===== src/core/usb_tfc_cfg.svh =====
// register map, field positions, token types and timing counts for token/frame control
// ==========================================================================
// Functional notes
// - pingpong reset returns pointers to even bank
// - device mode: bit 0 enables module
// - host mode: bit 0 sends frame start each 1 ms
// - host enable toggle resets host logic
// - host resume clear appends low-speed end-of-packet
// - address bit 7 selects low speed
// - seven-bit device address held and used
// - received frame start captures 11-bit frame number
// - token type: setup 1101, in 1001, out 0001
// - token busy held while token executes
`ifndef USB_TFC_CFG_SVH
`define USB_TFC_CFG_SVH
// ==========================================================================
// offsets (byte addresses)
`define OFS_CONTROL 6'h00
`define OFS_ADDRESS 6'h04
`define OFS_FRAME_LOW 6'h08
`define OFS_FRAME_HIGH 6'h0c
`define OFS_TOKEN 6'h10
`define OFS_THRESHOLD 6'h14
// ==========================================================================
// control fields (low speed is bit 7 of the address register)
`define BIT_ENABLE 0
`define BIT_PP_RESET 1
`define BIT_RESUME 2
`define BIT_HOST_EN 3
`define BIT_BUSY 5
`define BIT_LOW_SPEED 7
// ==========================================================================
// token types
`define TOK_SETUP 4'hd
`define TOK_IN 4'h9
`define TOK_OUT 4'h1
// ==========================================================================
// timing
`define CLK_PERIOD_NS 40
`define FRAME_PERIOD_NS 1000000
`define FRAME_CYCLES (`FRAME_PERIOD_NS / `CLK_PERIOD_NS)
`define LS_BIT_NS 667
`define LS_EOP_CYCLES ((2 * `LS_BIT_NS + `CLK_PERIOD_NS - 1) / `CLK_PERIOD_NS)
`define THRESH_UNIT_CYCLES 8
`endif


===== src/core/usb_tfc_pkg.sv =====
// shared types for token/frame control
package usb_tfc_pkg;
    typedef enum logic [3:0] {
        TOK_IDLE = 4'h1,
        TOK_WAIT = 4'h2,
        TOK_RUN = 4'h4,
        TOK_DONE = 4'h8
    } tok_state_t;
endpackage : usb_tfc_pkg


===== src/core/usb_frame_timer.sv =====
// frame start interval timer with remaining-time output
`timescale 1ns/1ns
`default_nettype none
`include "usb_tfc_cfg.svh"
module usb_frame_timer #(
    parameter int FRAME_CYCLES = `FRAME_CYCLES
) (
    input wire logic i_ref_clk,
    input wire logic i_resetn,
    input wire logic i_run,
    output logic o_tick,
    output logic [19:0] o_remain
);
    typedef struct packed {
        logic [19:0] cnt;
        logic tick;
    } timer_state_t;
    timer_state_t st_reg, st_next;
    always_comb begin
        st_next = st_reg;
        st_next.tick = 1'b0;
        if (!i_run) begin
            st_next.cnt = 20'(FRAME_CYCLES - 1);
        end else if (st_reg.cnt == 20'h00000) begin
            st_next.cnt = 20'(FRAME_CYCLES - 1);
            st_next.tick = 1'b1;
        end else begin
            st_next.cnt = st_reg.cnt - 20'h00001;
        end
    end
    always_ff @(posedge i_ref_clk or negedge i_resetn) begin
        if (!i_resetn) begin
            st_reg <= '0;
        end else begin
            st_reg <= st_next;
        end
    end
    assign o_tick = st_reg.tick;
    assign o_remain = st_reg.cnt;
endmodule : usb_frame_timer
`default_nettype wire


===== src/core/usb_sync2.sv =====
// two-flop synchroniser for a level
`timescale 1ns/1ns
`default_nettype none
module usb_sync2 #(
    parameter int WIDTH = 1
) (
    input wire logic i_ref_clk,
    input wire logic i_resetn,
    input wire logic [WIDTH-1:0] i_async,
    output logic [WIDTH-1:0] o_sync
);
    typedef struct packed {
        logic [WIDTH-1:0] first;
        logic [WIDTH-1:0] second;
    } sync_state_t;
    sync_state_t st_reg, st_next;
    always_comb begin
        st_next.first = i_async;
        st_next.second = st_reg.first;
    end
    always_ff @(posedge i_ref_clk or negedge i_resetn) begin
        if (!i_resetn) begin
            st_reg <= '0;
        end else begin
            st_reg <= st_next;
        end
    end
    assign o_sync = st_reg.second;
endmodule : usb_sync2
`default_nettype wire


===== src/core/usb_token_frame_control.sv =====
// token issue, frame start and frame number control with avalon-mm registers
`timescale 1ns/1ns
`default_nettype none
`include "usb_tfc_cfg.svh"
module usb_token_frame_control #(
    parameter int FRAME_CYCLES = `FRAME_CYCLES
) (
    input wire logic i_ref_clk,
    input wire logic i_resetn,
    // ======================================================================
    // avalon-mm slave
    input wire logic [5:0] i_address,
    input wire logic i_read,
    input wire logic i_write,
    input wire logic [31:0] i_writedata,
    input wire logic [3:0] i_byteenable,
    output logic [31:0] o_readdata,
    output logic o_waitrequest,
    // ======================================================================
    // link side (pins, other domain)
    input wire logic i_sof_received,
    input wire logic [10:0] i_rx_frame_number,
    input wire logic i_token_done,
    // ======================================================================
    // core outputs
    output logic o_module_enable,
    output logic o_pingpong_pointer_reset,
    output logic o_host_logic_reset,
    output logic o_frame_start_tx,
    output logic o_token_start,
    output logic [3:0] o_token_pid,
    output logic [3:0] o_endpoint_field,
    output logic [6:0] o_bus_device_address,
    output logic o_low_speed_select,
    output logic o_resume_drive,
    output logic o_ls_eop_drive
);
    typedef struct packed {
        logic module_enable_bit;
        logic pingpong_pointer_reset;
        logic resume;
        logic host_mode_enable;
        logic token_in_progress;
        logic low_speed_select;
        logic [6:0] bus_device_address;
        logic [7:0] frame_count_low;
        logic [2:0] frame_count_high;
        logic [7:0] token_command;
        logic [7:0] threshold_count;
        usb_tfc_pkg::tok_state_t tok_state;
        logic [7:0] eop_cnt;
        logic sof_prev;
        logic done_prev;
        logic ack;
        logic [31:0] rdata;
        logic host_reset;
        logic sof_tx;
        logic tok_start;
        logic tok_ls;
    } ctl_state_t;
    ctl_state_t st_reg, st_next;
    logic sof_s;
    logic done_s;
    logic [10:0] frame_s;
    logic tick;
    logic [19:0] remain;
    logic acc;
    logic wr;
    // ======================================================================
    // pin synchronisers
    usb_sync2 #(.WIDTH(13)) u_sync (
        .i_ref_clk(i_ref_clk),
        .i_resetn(i_resetn),
        .i_async({i_sof_received, i_token_done, i_rx_frame_number}),
        .o_sync({sof_s, done_s, frame_s})
    );
    usb_frame_timer #(.FRAME_CYCLES(FRAME_CYCLES)) u_timer (
        .i_ref_clk(i_ref_clk),
        .i_resetn(i_resetn),
        .i_run(st_reg.host_mode_enable && st_reg.module_enable_bit),
        .o_tick(tick),
        .o_remain(remain)
    );
    function automatic logic [7:0] merge8(input logic [7:0] old, input logic [7:0] nv,
                                          input logic be);
        merge8 = be ? nv : old;
    endfunction : merge8
    function automatic logic valid_pid(input logic [3:0] pid);
        valid_pid = (pid == `TOK_SETUP) || (pid == `TOK_IN) || (pid == `TOK_OUT);
    endfunction : valid_pid
    // one wait state: each access answered on the second edge
    assign acc = (i_read || i_write) && !st_reg.ack;
    assign wr = i_write && st_reg.ack;
    always_comb begin
        logic [7:0] ctl_w;
        logic [7:0] ctl_r;
        logic threshold_ok;
        ctl_w = 8'h00;
        ctl_r = 8'h00;
        st_next = st_reg;
        st_next.ack = acc;
        st_next.host_reset = 1'b0;
        st_next.sof_tx = 1'b0;
        st_next.tok_start = 1'b0;
        st_next.sof_prev = sof_s;
        st_next.done_prev = done_s;
        // frame start too close: hold off new tokens
        threshold_ok = remain > (20'(st_reg.threshold_count) * 20'(`THRESH_UNIT_CYCLES));
        if (sof_s && !st_reg.sof_prev) begin
            st_next.frame_count_low = frame_s[7:0];
            st_next.frame_count_high = frame_s[10:8];
        end
        if (tick && st_reg.host_mode_enable && st_reg.module_enable_bit) begin
            st_next.sof_tx = 1'b1;
        end
        case (st_reg.tok_state)
            usb_tfc_pkg::TOK_IDLE: begin
            end
            usb_tfc_pkg::TOK_WAIT: begin
                if (threshold_ok) begin
                    st_next.tok_start = 1'b1;
                    st_next.tok_ls = st_reg.low_speed_select;
                    st_next.tok_state = usb_tfc_pkg::TOK_RUN;
                end
            end
            usb_tfc_pkg::TOK_RUN: begin
                if (done_s && !st_reg.done_prev) begin
                    st_next.tok_state = usb_tfc_pkg::TOK_DONE;
                end
            end
            usb_tfc_pkg::TOK_DONE: begin
                st_next.token_in_progress = 1'b0;
                st_next.tok_state = usb_tfc_pkg::TOK_IDLE;
            end
            default: begin
                st_next.tok_state = usb_tfc_pkg::TOK_IDLE;
            end
        endcase
        if (st_reg.eop_cnt != 8'h00) begin
            st_next.eop_cnt = st_reg.eop_cnt - 8'h01;
        end
        ctl_r[`BIT_ENABLE] = st_reg.module_enable_bit;
        ctl_r[`BIT_PP_RESET] = st_reg.pingpong_pointer_reset;
        ctl_r[`BIT_RESUME] = st_reg.resume;
        ctl_r[`BIT_HOST_EN] = st_reg.host_mode_enable;
        ctl_r[`BIT_BUSY] = st_reg.token_in_progress;
        if (wr && i_address == `OFS_CONTROL && i_byteenable[0]) begin
            ctl_w = i_writedata[7:0];
            st_next.module_enable_bit = ctl_w[`BIT_ENABLE];
            st_next.pingpong_pointer_reset = ctl_w[`BIT_PP_RESET];
            st_next.resume = ctl_w[`BIT_RESUME];
            st_next.host_mode_enable = ctl_w[`BIT_HOST_EN];
            if (st_reg.resume && !ctl_w[`BIT_RESUME] && st_reg.host_mode_enable) begin
                st_next.eop_cnt = 8'(`LS_EOP_CYCLES);
            end
            if (ctl_w[`BIT_HOST_EN] != st_reg.host_mode_enable) begin
                st_next.host_reset = 1'b1;
                st_next.token_in_progress = 1'b0;
                st_next.tok_state = usb_tfc_pkg::TOK_IDLE;
                st_next.eop_cnt = 8'h00;
            end
        end
        if (wr && i_address == `OFS_ADDRESS) begin
            st_next.low_speed_select = i_byteenable[0] ? i_writedata[7] : st_reg.low_speed_select;
            st_next.bus_device_address = i_byteenable[0] ? i_writedata[6:0]
                                                         : st_reg.bus_device_address;
        end
        if (wr && i_address == `OFS_THRESHOLD) begin
            st_next.threshold_count = merge8(st_reg.threshold_count, i_writedata[7:0],
                                             i_byteenable[0]);
        end
        if (wr && i_address == `OFS_TOKEN && i_byteenable[0]) begin
            st_next.token_command = i_writedata[7:0];
            // reserved types and writes while busy are stored but launch no token
            if (st_reg.host_mode_enable && !st_reg.token_in_progress
                && valid_pid(i_writedata[7:4])) begin
                st_next.token_in_progress = 1'b1;
                st_next.tok_state = usb_tfc_pkg::TOK_WAIT;
            end
        end
        st_next.rdata = 32'h00000000;
        if (acc && i_read) begin
            case (i_address)
                `OFS_CONTROL: st_next.rdata = {24'h000000, ctl_r};
                `OFS_ADDRESS: st_next.rdata = {24'h000000, st_reg.low_speed_select,
                                               st_reg.bus_device_address};
                `OFS_FRAME_LOW: st_next.rdata = {24'h000000, st_reg.frame_count_low};
                `OFS_FRAME_HIGH: st_next.rdata = {29'h00000000, st_reg.frame_count_high};
                `OFS_TOKEN: st_next.rdata = {24'h000000, st_reg.token_command};
                `OFS_THRESHOLD: st_next.rdata = {24'h000000, st_reg.threshold_count};
                default: st_next.rdata = 32'h00000000;
            endcase
        end
    end
    always_ff @(posedge i_ref_clk or negedge i_resetn) begin
        if (!i_resetn) begin
            st_reg <= '0;
            st_reg.tok_state <= usb_tfc_pkg::TOK_IDLE;
        end else begin
            st_reg <= st_next;
        end
    end
    // ======================================================================
    // outputs
    assign o_readdata = st_reg.rdata;
    assign o_waitrequest = !st_reg.ack;
    assign o_module_enable = st_reg.module_enable_bit;
    assign o_pingpong_pointer_reset = st_reg.pingpong_pointer_reset;
    assign o_host_logic_reset = st_reg.host_reset;
    assign o_frame_start_tx = st_reg.sof_tx;
    assign o_token_start = st_reg.tok_start;
    assign o_token_pid = st_reg.token_command[7:4];
    assign o_endpoint_field = st_reg.token_command[3:0];
    assign o_bus_device_address = st_reg.bus_device_address;
    assign o_low_speed_select = st_reg.tok_ls;
    assign o_resume_drive = st_reg.resume;
    assign o_ls_eop_drive = st_reg.eop_cnt != 8'h00;
    // ======================================================================
    // checks
    chk_busy_set_on_token: assert property (@(posedge i_ref_clk) disable iff (!i_resetn)
        (wr && i_address == `OFS_TOKEN && i_byteenable[0] && st_reg.host_mode_enable
         && !st_reg.token_in_progress && valid_pid(i_writedata[7:4]))
        |=> st_reg.token_in_progress) else $error("token busy not set");
    chk_host_toggle_reset: assert property (@(posedge i_ref_clk) disable iff (!i_resetn)
        (st_reg.host_mode_enable != $past(st_reg.host_mode_enable))
        |-> o_host_logic_reset && !st_reg.token_in_progress)
        else $error("host toggle without reset");
    chk_sof_needs_host: assert property (@(posedge i_ref_clk) disable iff (!i_resetn)
        o_frame_start_tx |-> $past(st_reg.host_mode_enable && st_reg.module_enable_bit))
        else $error("frame start outside host mode");
    chk_frame_capture: assert property (@(posedge i_ref_clk) disable iff (!i_resetn)
        (sof_s && !st_reg.sof_prev) |=> st_reg.frame_count_low == $past(frame_s[7:0])
        && st_reg.frame_count_high == $past(frame_s[10:8]))
        else $error("frame number not captured");
    chk_eop_after_resume: assert property (@(posedge i_ref_clk) disable iff (!i_resetn)
        ($fell(st_reg.resume) && $past(st_reg.host_mode_enable)
         && st_reg.host_mode_enable) |-> o_ls_eop_drive [*2])
        else $error("no low-speed eop after resume");
    chk_token_threshold: assert property (@(posedge i_ref_clk) disable iff (!i_resetn)
        o_token_start |-> $past(remain) > 20'($past(st_reg.threshold_count)) * 20'd8)
        else $error("token started inside threshold");
    chk_reserved_pid: assert property (@(posedge i_ref_clk) disable iff (!i_resetn)
        o_token_start |-> valid_pid(o_token_pid))
        else $error("reserved token type started");
    chk_bus_answer: assert property (@(posedge i_ref_clk) disable iff (!i_resetn)
        ($rose(i_read || i_write) && o_waitrequest) |=> !o_waitrequest)
        else $error("bus answer late");
endmodule : usb_token_frame_control
`default_nettype wire


===== config.mk =====
export PLATFORM = sky130hd
export DESIGN_NAME = usb_token_frame_control
export DESIGN_NICKNAME = d
export VERILOG_FILES = /design/src/core/usb_tfc_pkg.sv /design/src/core/usb_frame_timer.sv /design/src/core/usb_sync2.sv /design/src/core/usb_token_frame_control.sv
export VERILOG_INCLUDE_DIRS = /design/src /design/src/core
export SDC_FILE = /design/constraint.sdc
export NUM_CORES = 1
export LEC_CHECK = 0
export BUFFER_PORTS_ARGS = -buffer_cell sky130_fd_sc_hd__buf_2
export CAP_MARGIN = 10
export CORE_MARGIN = 1
export CORE_UTILIZATION = 37
export CTS_BUF_LIST = sky130_fd_sc_hd__clkbuf_8 sky130_fd_sc_hd__clkbuf_16
export CTS_CLUSTER_DIAMETER = 30
export DETAILED_ROUTE_END_ITERATION = 6
export GPL_TIMING_DRIVEN = 0
export PLACE_DENSITY = 0.63
export SYNTH_ARGS = -nofsm -noshare
export SYNTH_HDL_FRONTEND = slang
export SYNTH_SLANG_ARGS = --single-unit
export TNS_END_PERCENT = 100

===== constraint.sdc =====
create_clock -name i_ref_clk -period 2.78 [get_ports i_ref_clk]
set_input_delay 0.278 -clock i_ref_clk [delete_from_list [all_inputs] [get_ports i_ref_clk]]
set_output_delay 0.278 -clock i_ref_clk [all_outputs]
set_load 0.005 [all_outputs]

==> out/qor.csv, run 1 <==
stage,metric,value,unit
outcome,status,completed,
die,Core Footprint,0.0135,mm^2
layout,"commonest non-fill, non-tap cells in the layout","113 x dfrtp_1, 61 x buf_2, 49 x buf_4",
place,DP Worst Slack,0.411,ns
power_and_ir_drop,Leak Pwr,3.11,nW
detailed_routing,final WL,10.3,mm
detailed_routing,drt via density,4.75,
worst_setup_path,Critical Path RT,3.08,ns
layout,Layout Nets,635,
sta,worst hold slack,0.115,ns
place,hpwl dp,7.51,mm
worst_setup_path,Setup CP Type,reg -> reg,
synth,yosys warns,0,
sta,RSZ-0062 raised after global routing,no,
layout,"commonest non-fill, non-tap cell in the layout",dfrtp_1,
hold_path,Hold EP,st_reg[36],
detailed_routing,Pre-antenna DRT Iters,5,
run,max_cap viols,0,
layout,post-layout util,48.3,%
worst_setup_path,Reg2Reg Capture Point,o_low_speed_select,
die,die outline width,121,um
clock_tree,total CTS buffers,17,
layout,post-route insts no fill,754,
layout,share of cells above drive strength 1,32.9,%
clock_tree,# clock sinks,114,
worst_setup_path,CP Launch Type,register,
worst_setup_path,R2R cell count,6,
clock_tree,CTS root buffer,clkbuf_16,
synth,mapped cell area,0.00520,mm^2
synth,"area leader, netlist",dfrtp_1,
global_route,initial antenna violation count,0,
synth,Synth Register Bits,114,
clock_tree,CTS Buffer Depth,2,
synth,asr flop ratio synth,100,%
place,# port buffers,61,
synth,"Seq/Total Area, Yosys",54.8,%
sta,skew final,0.00613,ns
synth,"Avg Cell Area, Syn",11.6,um^2
die,Initial Utilization,38.5,%
worst_setup_path,critical path arrival,2.62,ns
worst_setup_path,R2R Path Start,u_timer.o_remain[9],
sta,Slew HR,36.9,%
global_route,first-pass GRT wire length,17.4,mm
sta,final hold violation count,0,
sta,fmax,430,MHz
global_route,largest net degree at the start of global routing,63,
hold_path,hold path start,i_read,
sta,post-layout min period,2.32,ns
layout,Fillers,1237,
sta,Slew @ Worst Pin,0.922,ns
detailed_routing,wire length per cell,13.7,um
sta,final worst setup slack,0.456,ns
sta,Final setup viols,0,
sta,Tcrit/Tclk final,83.6,%
worst_setup_path,top fanout value on the critical path,5,
die,num ports,115,
synth,most used flip-flop cell after synthesis,dfrtp_1,
worst_setup_path,R2R Setup Slk,0.46,ns
power_and_ir_drop,power per cell area,640,mW/mm^2
synth,"EDFF count, synth",0,
global_route,"Remaining Overflow, GRT",0,
die,die span in y,121,um
clock_tree,Worst-Skew Late Latency,0.42,ns
clock_tree,"CTS clk-pin slew, worst paths",0.05,ns
detailed_routing,DRT iter0 DRCs,200,
hold_path,Hold Path Class,in -> reg,
sta,pins over their slew limit,0,
die,std cell rows,42,
global_route,number of global-route vias before repair,3581,
global_route,Tot GR Track Use,15.9,%
detailed_routing,routed vias,3583,
detailed_routing,antenna-violating nets left,0,
layout,max FFs per register,37,
power_and_ir_drop,Max VDD drop,0.466,mV
synth,"Distinct cells, synth",51,
hold_path,hold depth,3,
synth,Synth top area share,54.3,%
layout,antenna diode count,0,
clock_tree,CTS H-Tree Depth,4,
worst_setup_path,Setup crit end kind,register,
layout,area delta synth->final,25.4,%
place,Placed Cells,708,
synth,cell count after synthesis,447,
sta,final setup TNS,0,ns
clock_tree,post-cts sizing count,0,
detailed_routing,drc violations,0,
clock_tree,CTS tree,done,
place,final RePlAce weighted congestion,0.758,
die,Die Area,0.0145,mm^2
synth,"top cells by area, synth","dfrtp_1 54%, mux2_2 8.4%, buf_4 6.9%",
[per-stage QoR]
step                      total power, mW  cell area [um^2]
after floorplan                      2.13              5290
after detailed placement             2.27              5850
after global placement               2.25              5820
after CTS                            4.22              6530
after global routing                 4.38              6530
final                                4.18              6530
[worst max-delay path by stage]
stage | depth (start not counted) | endpoint | startpoint | slack [ns]
after floorplan | 6 | u_timer.o_remain[10] | u_timer.o_remain[9] | 0.85
after global placement | 1 | o_frame_start_tx | i_resetn | 0.12
after detailed placement | 6 | o_low_speed_select | u_timer.o_remain[10] | 0.41
after CTS | 6 | o_low_speed_select | u_timer.o_remain[10] | 0.40
after global routing | 7 | o_low_speed_select | st_reg[58] | 0.28
final | 6 | o_low_speed_select | u_timer.o_remain[9] | 0.46
[repair_timing]
action / 4_1_cts / 5_1_grt
hold buffers: 14 / 0
buffers inserted: 0 / 0
endpoints found under the hold margin: 64 / 0
[cells in the mapped netlist (4+ instances only)]
| library cell | n |
|---|---|
| ha_1 | 11 |
| dfrtp_1 | 113 |
| nand3_1 | 7 |
| xnor2_1 | 13 |
| clkbuf_1 | 4 |
| nor3_1 | 18 |
| nand3b_1 | 4 |
| o21ai_0 | 8 |
| mux2i_1 | 11 |
| buf_4 | 48 |
| nand2_1 | 30 |
| a21oi_1 | 11 |
| inv_1 | 19 |
| mux2_2 | 39 |
| a221oi_1 | 6 |
| xor2_1 | 10 |
| nor2_1 | 38 |
[area by class of cell]
cell class                      instances  area (um^2)  area share [%]
Buffer                                 57          410            6.29
Clock buffer                           22          494            7.57
Clock inverter                         10         46.3           0.709
Inverter                               19         71.3            1.09
Multi-Input combinational cell        280         1960            30.0
Sequential cell                       114         2850            43.7
Tap cell                              176          220            3.37
Timing Repair Buffer                   76          475            7.28
[power by group]
part	internal (mW)	switching [mW]	total, mW
combinational	0.203	0.185	0.388
sequential	1.78	0.0866	1.87
clock	1.23	0.698	1.92
[cell families after synthesis]
group	after synthesis	share of synthesized area, %
compound gates	41	5.43
simple gates	131	13.3
mux	50	10.6
other cells	1	0.0720
buf+inv	76	9.25
flops	114	54.8
xor+xnor	23	3.87
fa+ha+maj	11	2.64
[critical path, stage by stage, from the launching register on]
cell,delay (ns)
dfrtp_1,0.43
ha_1,0.33
nand4b_1,0.17
nor3_1,0.21
a2111oi_0,0.11
nor3_1,0.56
mux2_2,0.40
[metal layers]
layer / vias up / track usage [%] / part of all wire (%)
li1: 1720 / - / -
met1: 1751 / 19.8 / 45
met2: 98 / 25.4 / 49
met3: 14 / 5.42 / 4.9
met4: 0 / 6.40 / 1.6
met5: - / 0 / 0
No activity file was read; power rests on OpenSTA's default activity.
==> run 2: changes to the inputs <==
clock period = 2.4 ns   (was 2.78 ns; I/O delays follow)
==> run 2 against run 1 <==
Net effect:
- worst setup slack got worse by 0.24 ns
- count of clock-buffer cells in the layout did not move
- combinational power increased by 16%
- worst hold slack got worse by 0.040 ns
- highest routed layer unchanged
==> out/qor.csv, run 2 (synthesis gave the netlist of run 1 again) <==
stage,metric,value,unit,change
clock_tree,total CTS buffers,17,,unchanged
layout,area delta synth->final,25.5,%,about the same
sta,Slew @ Worst Pin,0.905,ns,-0.0171 ns
layout,max FFs per register,37,,unchanged
sta,pins over their slew limit,0,,unchanged
worst_setup_path,crit-path cells,"nor4_2, nand4b_1, nor4_1, nor3_2, mux2_2",,
layout,FF+latch area,0.00285,mm^2,unchanged
layout,post-layout util,48.4,%,about the same
global_route,initial antenna violation count,0,,unchanged
sta,skew final,0.00878,ns,+0.00265 ns
power_and_ir_drop,Max VDD drop,0.535,mV,+15%
detailed_routing,final WL,10.3,mm,-0.15%
detailed_routing,drt via density,4.73,,-0.50%
worst_setup_path,top fanout value on the critical path,4,,-1
worst_setup_path,Critical Path Sink,o_low_speed_select,,
die,die span in y,121,um,unchanged
clock_tree,# clock sinks,114,,unchanged
die,die outline width,121,um,unchanged
clock_tree,CTS H-Tree Depth,4,,unchanged
hold_path,Hold Path Class,in -> reg,,
global_route,M3 GR Usage,5.42,%,unchanged
clock_tree,CTS root buffer,clkbuf_16,,
global_route,number of global-route vias before repair,3581,,unchanged
worst_setup_path,buffers and inverters on the worst path,0,,unchanged
layout,"commonest non-fill, non-tap cells in the layout","113 x dfrtp_1, 61 x buf_2, 49 x buf_4",,
place,hpwl dp,7.51,mm,unchanged
outcome,status,completed,,
layout,antenna diode count,0,,unchanged
sta,post-layout min period,2.19,ns,-0.138 ns
sta,final setup TNS,0,ns,unchanged
clock_tree,"CTS clk-pin slew, worst paths",0.05,ns,about the same
global_route,"Remaining Overflow, GRT",0,,unchanged
global_route,grt peak-use layer,met2,,
die,num ports,115,,unchanged
clock_tree,CTS tree,done,,
clock_tree,Worst-Skew Late Latency,0.42,ns,about the same
global_route,met2 Use GR,25.4,%,unchanged
sta,Slew HR,38.1,%,+1.2 points
layout,Layout Nets,635,,unchanged
sta,worst hold slack,0.0750,ns,-0.0398 ns
worst_setup_path,Reg2Reg Capture Point,o_low_speed_select,,
global_route,first-pass GRT wire length,17.4,mm,unchanged
sta,RSZ-0062 raised after global routing,no,,
worst_setup_path,R2R Setup Slk,0.21,ns,-0.24 ns
place,DP Worst Slack,0.0313,ns,-0.380 ns
detailed_routing,DRT iter0 DRCs,216,,+8.0%
layout,"commonest non-fill, non-tap cell in the layout",dfrtp_1,,
die,std cell rows,42,,unchanged
global_route,grt met1 use,19.8,%,unchanged
worst_setup_path,slowest stage cell on the critical path,nor4_1,,
sta,fmax,458,MHz,+6.3%
die,Die Area,0.0145,mm^2,unchanged
power_and_ir_drop,Leak Pwr,3.11,nW,about the same
worst_setup_path,Setup CP Type,reg -> reg,,
detailed_routing,wire length per cell,13.7,um,-0.15%
worst_setup_path,WP depth,5,,-1
worst_setup_path,Critical Path RT,2.70,ns,-0.38 ns
global_route,largest net degree at the start of global routing,63,,unchanged
layout,Fillers,1237,,unchanged
detailed_routing,Pre-antenna DRT Iters,4,,-1
die,Core Footprint,0.0135,mm^2,unchanged
layout,share of cells above drive strength 1,33.0,%,+0.17 points
global_route,Tot GR Track Use,15.9,%,unchanged
worst_setup_path,CP peak stage delay,0.47,ns,-0.09 ns
worst_setup_path,crit path launch,u_timer.o_remain[16],,
die,Initial Utilization,38.5,%,unchanged
place,# port buffers,61,,unchanged
detailed_routing,antenna-violating nets left,0,,unchanged
detailed_routing,routed vias,3565,,-0.50%
worst_setup_path,Setup crit end kind,register,,
sta,Tcrit/Tclk final,91.1,%,+7.5 points
sta,final hold violation count,0,,unchanged
run,max_cap viols,0,,unchanged
sta,Final setup viols,0,,unchanged
layout,Multi-input gate area,0.00196,mm^2,+0.32%
worst_setup_path,CP Launch Type,register,,
clock_tree,CTS Buffer Depth,2,,unchanged
worst_setup_path,critical path arrival,2.48,ns,-0.14 ns
sta,final worst setup slack,0.215,ns,-0.242 ns
worst_setup_path,R2R cell count,5,,-1
detailed_routing,drc violations,0,,unchanged
worst_setup_path,Top delay family on crit path,simple AND/OR/NAND/NOR gates,,
power_and_ir_drop,power per cell area,741,mW/mm^2,+16%
place,final RePlAce weighted congestion,0.758,,unchanged
worst_setup_path,R2R Path Start,u_timer.o_remain[16],,
## run 2: changes by cell type in the layout (fill, tap and decap cells not counted)
| cell | before | now |
|---|---|---|
| nor3_1 | 18 | 17 |
| a2111oi_0 | 2 | 1 |
| nor3_2 | 0 | 1 |
| a2111oi_1 | 0 | 1 |
## run 2: cell type report
cell class,count,share of cell area [%]
Timing Repair Buffer,76,7.28
Clock inverter,10,0.709
Buffer,57,6.28
Sequential cell,114,43.7
Inverter,19,1.09
Tap cell,176,3.37
Clock buffer,22,7.56
Multi-Input combinational cell,280,30.0
## run 2: metrics by stage
stage | instances | total power, mW | area (um^2)
6_report | 754 | 4.84 | 6530
5_1_grt | 754 | 5.07 | 6530
4_1_cts | 754 | 4.89 | 6530
3_5_place_dp | 708 | 2.63 | 5850
3_3_place_gp | 707 | 2.60 | 5820
2_1_floorplan | 470 | 2.46 | 5290
## run 2: worst min-delay path by stage
stage / to / cells past startpoint / slack (ns) / start
floorplan: o_bus_device_address[0] / 0 / -0.06 / i_resetn
global placement: u_sync.o_sync[4] / 0 / 0.33 / u_sync.st_next[4]
detailed placement: u_sync.st_next[4] / 1 / 0.33 / i_resetn
CTS: st_reg[36] / 3 / 0.08 / i_read
global route: o_token_pid[1] / 2 / 0.09 / i_writedata[5]
finish: st_reg[36] / 3 / 0.08 / i_read
## run 2: worst reg2reg max path, stage by stage (launching register included)
cell	delay (ns)
dfrtp_1	0.42
nor4_2	0.46
nand4b_1	0.26
nor4_1	0.47
nor3_2	0.15
mux2_2	0.30
## run 2: per-layer routing
layer,share of wire [%],vias to the layer above
met5,0,-
met4,1.6,0
met3,5.4,13
met2,48,93
met1,45,1735
li1,-,1724
## run 2: report_power, final
part | internal (mW) | switching, mW
clock | 1.42 | 0.807
combinational | 0.236 | 0.215
sequential | 2.06 | 0.100
total | 3.72 | 1.12
## run 2: what timing repair did
item	4_1_cts	5_1_grt
endpoints found under the setup margin	0	1
setup buffers	0	0
hold endpoints to repair	64	0
hold buffers	14	0
resized for setup	0	2
==> run 3: changes to the inputs <==
PLACE_DENSITY = 0.65   (was 0.63)
clock period = 2 ns   (was 2.4 ns; I/O delays follow)
==> run 3 against run 2 <==
Net effect:
- the flow now finishes with violations (setup timing)
- sequential power rose by 20%
- via count rose by 2.7%
- combinational power rose by 26%
- core utilization rose by 1.5 points
- register-to-register slack got worse by 0.27 ns
- largest power group unchanged
- highest routed layer unchanged
==> out/qor.csv, run 3 (synthesis gave the netlist of run 1 again) <==
stage,metric,value,unit,change
clock_tree,# clock sinks,114,,unchanged
clock_tree,CTS root buffer,clkbuf_16,,
layout,Final Cell Area,0.00673,mm^2,+3.1%
worst_setup_path,critical path arrival,2.35,ns,-0.13 ns
worst_setup_path,R2R Setup Slk,-0.06,ns,-0.27 ns
layout,area delta synth->final,29.4,%,
power_and_ir_drop,power per cell area,907,mW/mm^2,+22%
die,Core Footprint,0.0135,mm^2,unchanged
layout,FF+latch area,0.00286,mm^2,about the same
hold_path,hold path start,i_write,,
detailed_routing,wire length per cell,14.5,um,+5.5%
global_route,first-pass GRT wire length,18.3,mm,+4.8%
sta,RSZ-0062 raised after global routing,yes,,
sta,skew final,0.00604,ns,-0.00275 ns
power_and_ir_drop,switch share,22.4,%,-0.76 points
layout,antenna diode count,0,,unchanged
power_and_ir_drop,combinational group share of total power,9.3,%,about the same
clock_tree,CTS Buffer Depth,2,,unchanged
global_route,"Remaining Overflow, GRT",0,,unchanged
detailed_routing,drc violations,0,,unchanged
sta,post-layout min period,2.06,ns,-0.127 ns
global_route,Tot GR Track Use,16.4,%,+0.47 points
worst_setup_path,CP Launch Type,register,,
die,std cell rows,42,,unchanged
detailed_routing,Pre-antenna DRT Iters,5,,+1
sta,final hold violation count,0,,unchanged
clock_tree,"CTS clk-pin slew, worst paths",0.05,ns,about the same
layout,"commonest non-fill, non-tap cell in the layout",dfrtp_1,,
power_and_ir_drop,Max VDD drop,0.695,mV,+30%
power_and_ir_drop,clock group share of total power,48.1,%,+2.1 points
detailed_routing,DRT iter0 DRCs,224,,+3.7%
worst_setup_path,top fanout value on the critical path,10,,+6
power_and_ir_drop,sequential share of power,42.6,%,-2.1 points
clock_tree,CTS tree,done,,
sta,Tcrit/Tclk final,103,%,+12 points
global_route,initial antenna violation count,0,,unchanged
place,final RePlAce weighted congestion,0.774,,+2.2%
worst_setup_path,R2R Path Start,u_timer.o_remain[9],,
sta,Final setup viols,12,,+12
worst_setup_path,Critical Path RT,2.29,ns,-0.41 ns
die,Initial Utilization,38.5,%,unchanged
clock_tree,Worst-Skew Late Latency,0.40,ns,-0.02 ns
place,# port buffers,61,,unchanged
outcome,failing checks,setup timing,,
place,hpwl dp,7.53,mm,+0.19%
place,Placed Cells,708,,unchanged
clock_tree,CTS H-Tree Depth,4,,unchanged
sta,Slew @ Worst Pin,0.694,ns,-0.212 ns
clock_tree,total CTS buffers,17,,unchanged
global_route,largest net degree at the start of global routing,69,,+9.5%
power_and_ir_drop,Psw,1.37,mW,+22%
detailed_routing,drt via density,4.82,,+2.0%
worst_setup_path,Setup CP Type,reg -> reg,,
die,num ports,115,,unchanged
hold_path,hold depth,3,,unchanged
layout,share of cells above drive strength 1,36.5,%,+3.5 points
power_and_ir_drop,Int Pwr,4.74,mW,+27%
sta,Slew HR,53.4,%,+15 points
place,Placement Cell Area,0.00585,mm^2,unchanged
die,Die Area,0.0145,mm^2,unchanged
sta,fmax,486,MHz,+6.1%
sta,worst hold slack,0.0479,ns,-0.0271 ns
die,die outline width,121,um,unchanged
sta,final worst setup slack,-0.0588,ns,-0.273 ns
layout,Multi-input gate area,0.00207,mm^2,+5.5%
run,max_cap viols,0,,unchanged
hold_path,Hold EP,st_reg[36],,
detailed_routing,final WL,11.0,mm,+6.2%
global_route,number of global-route vias before repair,3676,,+2.7%
power_and_ir_drop,Leak Pwr,3.18,nW,+2.2%
worst_setup_path,R2R cell count,6,,+1
sta,pins over their slew limit,0,,unchanged
place,DP Worst Slack,-0.300,ns,-0.331 ns
layout,Fillers,1191,,-3.7%
layout,Layout Nets,642,,+1.1%
worst_setup_path,Reg2Reg Capture Point,u_timer.o_remain[16],,
detailed_routing,routed vias,3660,,+2.7%
outcome,status,"finished, violations left",,
hold_path,Hold Path Class,in -> reg,,
worst_setup_path,Setup crit end kind,register,,
layout,"commonest non-fill, non-tap cells in the layout","111 x dfrtp_1, 61 x buf_2, 56 x buf_4",,
die,die span in y,121,um,unchanged
layout,post-route insts no fill,759,,+0.66%
layout,max FFs per register,37,,unchanged
detailed_routing,antenna-violating nets left,0,,unchanged
run 3: cell types whose count changed in the layout (fill, tap and decap cells not counted), moves of 2 or more:
| cell | change |
|---|---|
| nor3_2 | +3 |
| nor3_1 | -3 |
| ha_4 | +2 |
| nor4_1 | -2 |
| bufinv_16 | +3 |
| ha_1 | -3 |
| dfrtp_2 | +2 |
| dfrtp_1 | -2 |
| inv_1 | -3 |
| clkbuf_8 | -3 |
| inv_2 | +3 |
| buf_4 | +7 |
run 3: layer usage:
metal	track usage [%]	share of wire, %
met5	0	0
met4	7.25	1.9
met3	3.82	4.3
met2	27.1	50
met1	20.4	44
run 3: power by group through the flow:
stage          clock network [mW]  registers [mW]  logic (mW)
2_1_floorplan                   0            2.60       0.360
3_3_place_gp                    0            2.62       0.500
3_5_place_dp                    0            2.63       0.528
4_1_cts                      2.99            2.60       0.555
5_1_grt                      3.10            2.63       0.639
6_report                     2.94            2.60       0.566
run 3: area by class of cell:
cell class              count  share of cell area [%]
inverters                  19                    1.06
clock inverters            11                    1.84
well taps                 176                    3.27
flip-flops and latches    114                    42.4
multi-input cells         280                    30.8
repair buffers             83                    7.84
plain buffers              57                    6.09
clock buffers              19                    6.73
run 3: stage by stage:
| stage | util (%) | power (mW) | TNS [ns] |
|---|---|---|---|
| after floorplan | - | 2.96 | 0 |
| after global placement | 43.1 | 3.12 | -62.40 |
| after detailed placement | 43.3 | 3.16 | -1.45 |
| after CTS | 49.4 | 6.14 | -0.298 |
| after global routing | 49.9 | 6.36 | -1.67 |
| final | 49.9 | 6.11 | -0.597 |
run 3: worst max path at each step:
stage                                     from                   end  slack [ns]  cells after the start
after floorplan            u_timer.o_remain[9]  u_timer.o_remain[18]        0.07                      6
final                      u_timer.o_remain[9]  u_timer.o_remain[16]       -0.06                      6
after detailed placement  u_timer.o_remain[10]    o_low_speed_select       -0.30                      6
after global routing      u_timer.o_remain[16]            st_reg[49]       -0.16                      6
after CTS                 u_timer.o_remain[10]    o_low_speed_select       -0.04                      6
after global placement                i_resetn            st_reg[43]       -0.55                      1
run 3: worst max-delay path, stage by stage, from the launching register on:
cell and delay [ns]:
dfrtp_1 0.42, or4_4 0.55, or4_4 0.51, nor2_2 0.13, or2_4 0.15, buf_6 0.13
nor2_1 0.06
run 3: what timing repair did:
item | in CTS | in global routing
setup buffers | 5 | 2
endpoints found under the setup margin | 16 | 17
endpoints found under the hold margin | 58 | 0
pin swaps | 4 | 6
hold buffers | 14 | 0
resized for setup | 11 | 14
